<file path="src/imw_params.svh">
// imw_params.svh - register indices, field layout and reset values of the wakeup flag block
// assumes a 32-bit APB slave with one aligned word per register
// How it works
// - one status byte shows which internal module ended a stop mode
// - after low leakage stop, a set bit names the module that resumed code
// - after very low leakage stop, a set bit names the module that reset the chip
// - each bit shows the peripheral's own live flag, never a separate latched copy
// - the byte and its controls clear on the chip reset excluding wakeup reset
// - other resets leave the byte untouched
// - bit n reads 1 when module n was a wakeup source, else 0
// - only a module enabled as wakeup source can show a set bit
// - a per-module enable bit decides whether that module may wake the chip
// - module wakeup inputs pass with no glitch filter
`ifndef IMW_PARAMS_SVH
`define IMW_PARAMS_SVH
`define IMW_ADDR_W      12
`define IMW_NUM_MOD     8
`define IMW_STATUS_IDX  7
`define IMW_ENABLE_IDX  8
`define IMW_EVENT_IDX   9
`define IMW_MASK_IDX    10
`define IMW_EXIT_IDX    11
`define IMW_ENABLE_RST  8'h00
`define IMW_MASK_RST    8'h00
`define IMW_EXIT_LLS    2'h1
`define IMW_EXIT_VERY_LOW_LEAKAGE_STOP   2'h2
`endif

</file>
<file path="src/imw_pkg.sv">
// imw_pkg - types of the wakeup flag block
// assumes imw_params.svh supplies the numbers
`include "imw_params.svh"
package imw_pkg;
  typedef logic [`IMW_NUM_MOD-1:0] imw_flags_t;
  typedef enum logic [2:0] {
    ST_RUN  = 3'b001,
    ST_LLS  = 3'b010,
    ST_VERY_LOW_LEAKAGE_STOP = 3'b100
  } imw_state_e;
  typedef enum logic [2:0] {
    SEL_NONE, SEL_STATUS, SEL_ENABLE, SEL_EVENT, SEL_MASK, SEL_EXIT
  } imw_sel_e;
endpackage : imw_pkg

</file>
<file path="src/imw_wakeup_flags.sv">
// imw_wakeup_flags - internal module wakeup status byte with APB access
// assumes one clock, presetn is the chip reset that excludes the wakeup reset
`timescale 1ns/1ns
`include "imw_params.svh"
module imw_wakeup_flags #(
  parameter int ADDR_W = `IMW_ADDR_W
) (
  input  wire logic              pclk,
  input  wire logic              presetn,
  input  wire logic              psel,
  input  wire logic              penable,
  input  wire logic              pwrite,
  input  wire logic [ADDR_W-1:0] paddr,
  input  wire logic [31:0]       pwdata,
  output logic      [31:0]       prdata,
  output logic                   pready,
  output logic                   pslverr,
  input  wire imw_pkg::imw_flags_t module_wakeup_flag,
  input  wire logic              enter_lls,
  input  wire logic              enter_very_low_leakage_stop,
  output logic                   wake_irq_flow,
  output logic                   wake_reset_flow,
  output logic                   irq
);
  import imw_pkg::*;

  localparam int NM = `IMW_NUM_MOD;

  // address to register selector, used in setup and access phases
  function automatic imw_sel_e decode(input logic [ADDR_W-1:0] a);
    imw_sel_e s;
    s = SEL_NONE;
    if (a == ADDR_W'(`IMW_STATUS_IDX * 4)) begin
      s = SEL_STATUS;
    end else if (a == ADDR_W'(`IMW_ENABLE_IDX * 4)) begin
      s = SEL_ENABLE;
    end else if (a == ADDR_W'(`IMW_EVENT_IDX * 4)) begin
      s = SEL_EVENT;
    end else if (a == ADDR_W'(`IMW_MASK_IDX * 4)) begin
      s = SEL_MASK;
    end else if (a == ADDR_W'(`IMW_EXIT_IDX * 4)) begin
      s = SEL_EXIT;
    end
    return s;
  endfunction : decode

  imw_flags_t wake_enable;
  imw_flags_t next_wake_enable;
  imw_flags_t irq_mask;
  imw_flags_t next_irq_mask;
  imw_flags_t event_sticky;
  imw_flags_t next_event_sticky;
  imw_flags_t live_prev;
  imw_flags_t next_live_prev;
  imw_flags_t live_flags;
  imw_flags_t flag_rise;
  logic [31:0] next_prdata;
  logic [1:0]  exit_mode;
  logic [1:0]  next_exit_mode;
  imw_state_e  state;
  imw_state_e  next_state;
  logic        next_wake_irq_flow;
  logic        next_wake_reset_flow;
  imw_sel_e    sel;
  logic        setup_rd;
  logic        access;
  logic        access_wr;
  logic        access_rd;
  logic        any_wake;

  // live view of the peripheral flags, gated by enables, unfiltered
  assign live_flags = module_wakeup_flag & wake_enable;
  assign any_wake   = |live_flags;
  assign flag_rise  = live_flags & ~live_prev;

  assign sel       = decode(paddr);
  assign setup_rd  = psel && !penable && !pwrite;
  assign access    = psel && penable;
  assign access_wr = access && pwrite;
  assign access_rd = access && !pwrite;

  // zero wait states; unmapped addresses answer with an error
  assign pready  = 1'b1;
  assign pslverr = access && (sel == SEL_NONE);
  assign irq     = |(event_sticky & irq_mask);

  // register bus: writes and read data capture
  always_comb begin
    next_wake_enable = wake_enable;
    next_irq_mask    = irq_mask;
    next_prdata      = prdata;
    if (access_wr) begin
      unique case (sel)
        SEL_ENABLE: next_wake_enable = pwdata[NM-1:0];
        SEL_MASK:   next_irq_mask    = pwdata[NM-1:0];
        default:    next_wake_enable = wake_enable;
      endcase
    end
    if (setup_rd) begin
      next_prdata = 32'h0000_0000;
      unique case (sel)
        SEL_STATUS: next_prdata[NM-1:0] = live_flags;
        SEL_ENABLE: next_prdata[NM-1:0] = wake_enable;
        SEL_EVENT:  next_prdata[NM-1:0] = event_sticky;
        SEL_MASK:   next_prdata[NM-1:0] = irq_mask;
        SEL_EXIT:   next_prdata[1:0]    = exit_mode;
        default:    next_prdata         = 32'h0000_0000;
      endcase
    end
  end

  // only presetn clears these; no other reset reaches the block
  always_ff @(posedge pclk or negedge presetn) begin
    if (!presetn) begin
      wake_enable <= `IMW_ENABLE_RST;
      irq_mask    <= `IMW_MASK_RST;
      prdata      <= 32'h0000_0000;
    end else begin
      wake_enable <= next_wake_enable;
      irq_mask    <= next_irq_mask;
      prdata      <= next_prdata;
    end
  end

  // sticky events: read of the event register clears only what it returned
  always_comb begin
    next_live_prev    = live_flags;
    next_event_sticky = event_sticky;
    if (access_rd && sel == SEL_EVENT) begin
      next_event_sticky = event_sticky & ~prdata[NM-1:0];
    end
    next_event_sticky = next_event_sticky | flag_rise;
  end

  always_ff @(posedge pclk or negedge presetn) begin
    if (!presetn) begin
      live_prev    <= '0;
      event_sticky <= '0;
    end else begin
      live_prev    <= next_live_prev;
      event_sticky <= next_event_sticky;
    end
  end

  // stop mode tracking and wakeup requests to the power controller
  always_comb begin
    next_state           = state;
    next_exit_mode       = exit_mode;
    next_wake_irq_flow   = 1'b0;
    next_wake_reset_flow = 1'b0;
    unique case (state)
      ST_RUN: begin
        if (enter_very_low_leakage_stop) begin
          next_state = ST_VERY_LOW_LEAKAGE_STOP;
        end else if (enter_lls) begin
          next_state = ST_LLS;
        end
      end
      ST_LLS: begin
        if (any_wake) begin
          next_state         = ST_RUN;
          next_exit_mode     = `IMW_EXIT_LLS;
          next_wake_irq_flow = 1'b1;
        end
      end
      ST_VERY_LOW_LEAKAGE_STOP: begin
        if (any_wake) begin
          next_state           = ST_RUN;
          next_exit_mode       = `IMW_EXIT_VERY_LOW_LEAKAGE_STOP;
          next_wake_reset_flow = 1'b1;
        end
      end
      default: begin
        next_state = ST_RUN;
      end
    endcase
  end

  always_ff @(posedge pclk or negedge presetn) begin
    if (!presetn) begin
      state           <= ST_RUN;
      exit_mode       <= 2'h0;
      wake_irq_flow   <= 1'b0;
      wake_reset_flow <= 1'b0;
    end else begin
      state           <= next_state;
      exit_mode       <= next_exit_mode;
      wake_irq_flow   <= next_wake_irq_flow;
      wake_reset_flow <= next_wake_reset_flow;
    end
  end
endmodule : imw_wakeup_flags

</file>
<file path="config.mk">
export PLATFORM = sky130hd
export DESIGN_NAME = imw_wakeup_flags
export DESIGN_NICKNAME = d
export VERILOG_FILES = /design/src/imw_pkg.sv /design/src/imw_wakeup_flags.sv
export VERILOG_INCLUDE_DIRS = /design/src
export SDC_FILE = /design/constraint.sdc
export NUM_CORES = 1
export LEC_CHECK = 0
export ABC_AREA = 1
export BUFFER_PORTS_ARGS = -buffer_cell sky130_fd_sc_hd__buf_2
export CELL_PAD_IN_SITES_DETAIL_PLACEMENT = 0
export CELL_PAD_IN_SITES_GLOBAL_PLACEMENT = 1
export CORE_MARGIN = 3
export CORE_UTILIZATION = 39
export CTS_BUF_LIST = sky130_fd_sc_hd__clkbuf_8
export DETAILED_ROUTE_END_ITERATION = 7
export GPL_TIMING_DRIVEN = 1
export PLACE_DENSITY = 0.88
export SLEW_MARGIN = 20
export SYNTH_ARGS = -nofsm -noshare
export SYNTH_HDL_FRONTEND = slang
export SYNTH_SLANG_ARGS = --single-unit
</file>
<file path="constraint.sdc">
create_clock -name pclk -period 3.29 [get_ports pclk]
set_clock_uncertainty 0.2 [all_clocks]
set_input_delay 0.8225 -clock pclk [delete_from_list [all_inputs] [get_ports pclk]]
set_output_delay 0.8225 -clock pclk [all_outputs]
set_load 0.05 [all_outputs]
</file>
==> key figures <==
Status
  – Outcome: completed

Floorplan
  – Die X: between 80 and 90 um
  – FP Rows: 28
  – Starting Density: 41.8%
  – IO Count: 96
  – Core ar.: around 6100 sq um
  – Die H: around 87 um
  – Die area: 7590 sq um

Clocking
  – Max clock buf depth: 2
  – CTS tree: built
  – Clk root buf: clkbuf_8
  – Clk_lat worst skew: approximately 0.30 ns
  – H-tree levels: 2
  – Postcts setup bufs: 0
  – Hold_buf cts: 0
  – Clock transition at the registers of the reported paths: approximately 0.09 ns
  – Clock Sinks: between 40 and 50
  – Post-CTS sizing: 0
  – CTS buffer count: 5

Setup path
  – FF-to-FF path depth: 8
  – Worst R2R Setup Slack: around 1.6 ns
  – CP Class: in -> out
  – Startpoint Class: primary input
  – Worst R2R Start: wake_enable[6]
  – Slowest CP cell: buf_2
  – CP Data Arrival Time: between 1.5 and 2 ns
  – CP required: 2.27 ns
  – Stages on the worst setup path: 7
  – CP max FO: 5
  – Worst Setup End Kind: primary output
  – Top Family by Delay on Critical Path: simple AND/OR/NAND/NOR gates
  – Crit Reg-Reg Endpoint: state[1]
  – CP peak stage delay: 0.22 ns
  – Worst-path cell chain: buf_2 > nor2_2 > nand2_1 > nor2_2 > and2_1 > a211oi_2 > buf_2
  – Worst Path Buf+Inv: 2
  – Setup crit end: pslverr
  – Crit path launch: paddr[1]

Logic synthesis
  – Mapped Area: about 2600 sq um
  – Post-Syn Instances: 310
  – Synth Area per Inst: 8.27 sq um
  – Yosys top cell area share: between 40 and 50%
  – Synthesized flop and latch total: 47
  – Seq/Total Area, Yosys: a little under half
  – Synth warn: 0
  – Synth top area cells: dfrtp_1, nand2_1, buf_4
  – Synth cell types: 29
  – Leading area contributor after synthesis: dfrtp_1

Routing
  – Detailed Route WL: 5370 um
  – DR iter-0 viols: 152
  – Avg WL per Cell: 12.4 um
  – DRC Markers: 0
  – Detail Route Antenna Nets: 0
  – Total iterations of the first detailed-routing run: 4
  – Post-DR vias/cell: 4.77
  – Via Count: just over 2,000

Timing
  – Unrepaired setup endpoints after global routing: no
  – Slew @ Worst Pin: 0.583 ns
  – Final hold viol count: 0
  – Max Fclk: between 300 and 400 MHz
  – Final worst path period need: between 2 and 3 ns
  – Setup_tns: 0 ns
  – Final Max Slew Viols: 0
  – Setup Viol. Count Final: 0
  – Hold_ws: between 0.2 and 0.25 ns
  – Slew Limit Headroom: about 61%
  – Crit share post-route: between 80% and 90%

GRT
  – Vias in the first global route: between 1,500 and 2,000
  – Largest net degree at the start of global routing: 48
  – Global route overflow: 0
  – Antenna violations before repair: 0
  – Tot GR Track Use: 15.2%
  – First-pass GRT wire length: 9090 um

Power
  – Leakage: 1.58 nW
  – PD cells: 402 nW/um^2
  – Worst vdd ir: around 0.00018 V
  – Power Total: about 1.1 mW

Final layout
  – Synthesis-to-finish area growth: 11.2%
  – Antenna cells: 0
  – Share of cells above drive strength 1: ~23%
  – Final core utilization: 46.5%
  – NumNets Final: around 420

Placed design
  – HPWL after DPL: 4100 um
  – Port Buffers: 46
  – Global placement routability congestion: 0.880

Run
  – MaxCap Viol Count: 0

Worst hold path
  – Hold depth: 1
  – Hold crit path type: reg -> reg
[per-stage QoR]
stage	worst slack, ns	cell area (sq um)	cells
after global placement	0.453	2760	426
after global routing	0.350	2850	434
after floorplan	0.394	2660	333
after detailed placement	0.429	2760	426
final	0.444	2850	434
after CTS	0.428	2850	434
[final cells by class]
class	instances	area (sq um)
repair buffers	48	248
clock inverters	3	18.8
multi-input cells	216	1090
well taps	75	93.8
fillers	646	3280
flip-flops and latches	47	1180
clock buffers	5	68.8
inverters	40	150
[sequential cells by signal, summed over array words and instances, names as in the netlist]
register         cells
wake_enable          8
event_sticky         8
prdata               8
state                3
wake_reset_flow      1
wake_irq_flow        1
live_prev            8
exit_mode            2
irq_mask             8
[worst min-delay path by stage]
stage	end	start	slack [ns]
2_1_floorplan	event_sticky[2]	live_prev[2]	0.20
3_3_place_gp	event_sticky[6]	live_prev[6]	0.20
3_5_place_dp	event_sticky[6]	live_prev[6]	0.21
4_1_cts	event_sticky[3]	live_prev[3]	0.22
5_1_grt	event_sticky[3]	live_prev[3]	0.23
6_report	event_sticky[3]	live_prev[3]	0.22
[cell families (layout without fill, tap and decap cells)]
kind of cell    after synthesis  count (layout)  share of synthesized area [%]
buf+inv                      70              96                           15.0
other cells                   2              25                          0.293
compound gates               41              41                           9.71
simple gates                150             150                           29.1
flops                        47              47                           45.9
[worst reg2reg max path, cell delays in order, from the launching register on]
cell and delay [ns]:
dfrtp_1 0.42, nand2_1 0.10, inv_1 0.07, nor3_1 0.22, nand2_1 0.15, a21oi_1 0.24
inv_1 0.06, nand3_1 0.07, nand2_1 0.05
[placed cells by master (no fill, tap or decap), types with 6 or more instances in the layout]
| master | n |
|---|---|
| o21ai_2 | 8 |
| o21ai_1 | 24 |
| nand4_1 | 6 |
| conb_1 | 25 |
| dfrtp_1 | 46 |
| nand3_1 | 34 |
| buf_2 | 45 |
| inv_1 | 39 |
| nor2_1 | 13 |
| nand2_1 | 76 |
[report_power, final]
group	switching (mW)	internal [mW]	total [mW]	leakage, nW
Sequential	0.0136	0.599	0.613	0.652
Combinational	0.139	0.0420	0.181	0.881
Clock	0.202	0.150	0.352	0.0483
Total	0.355	0.791	1.15	1.58
[metal layers]
layer	global-route usage (%)	part of all wire, %	up-vias
li1	-	-	1048
met1	21.8	48	949
met2	23.3	44	65
met3	2.37	6.1	8
met4	5.58	1.7	0
met5	0	0	-
[cells in the mapped netlist (all sizes together)]
cell	number
nand3	37
dfrtp	46
nand4	6
or2	2
nor3	6
a22o	1
o21ai	36
buf	30
conb	2
a21oi	1
and2	1
a221oi	2
a211oi	1
inv	40
nand2	77
nor2	21
dfstp	1
(Power assumes the default switching activity.)
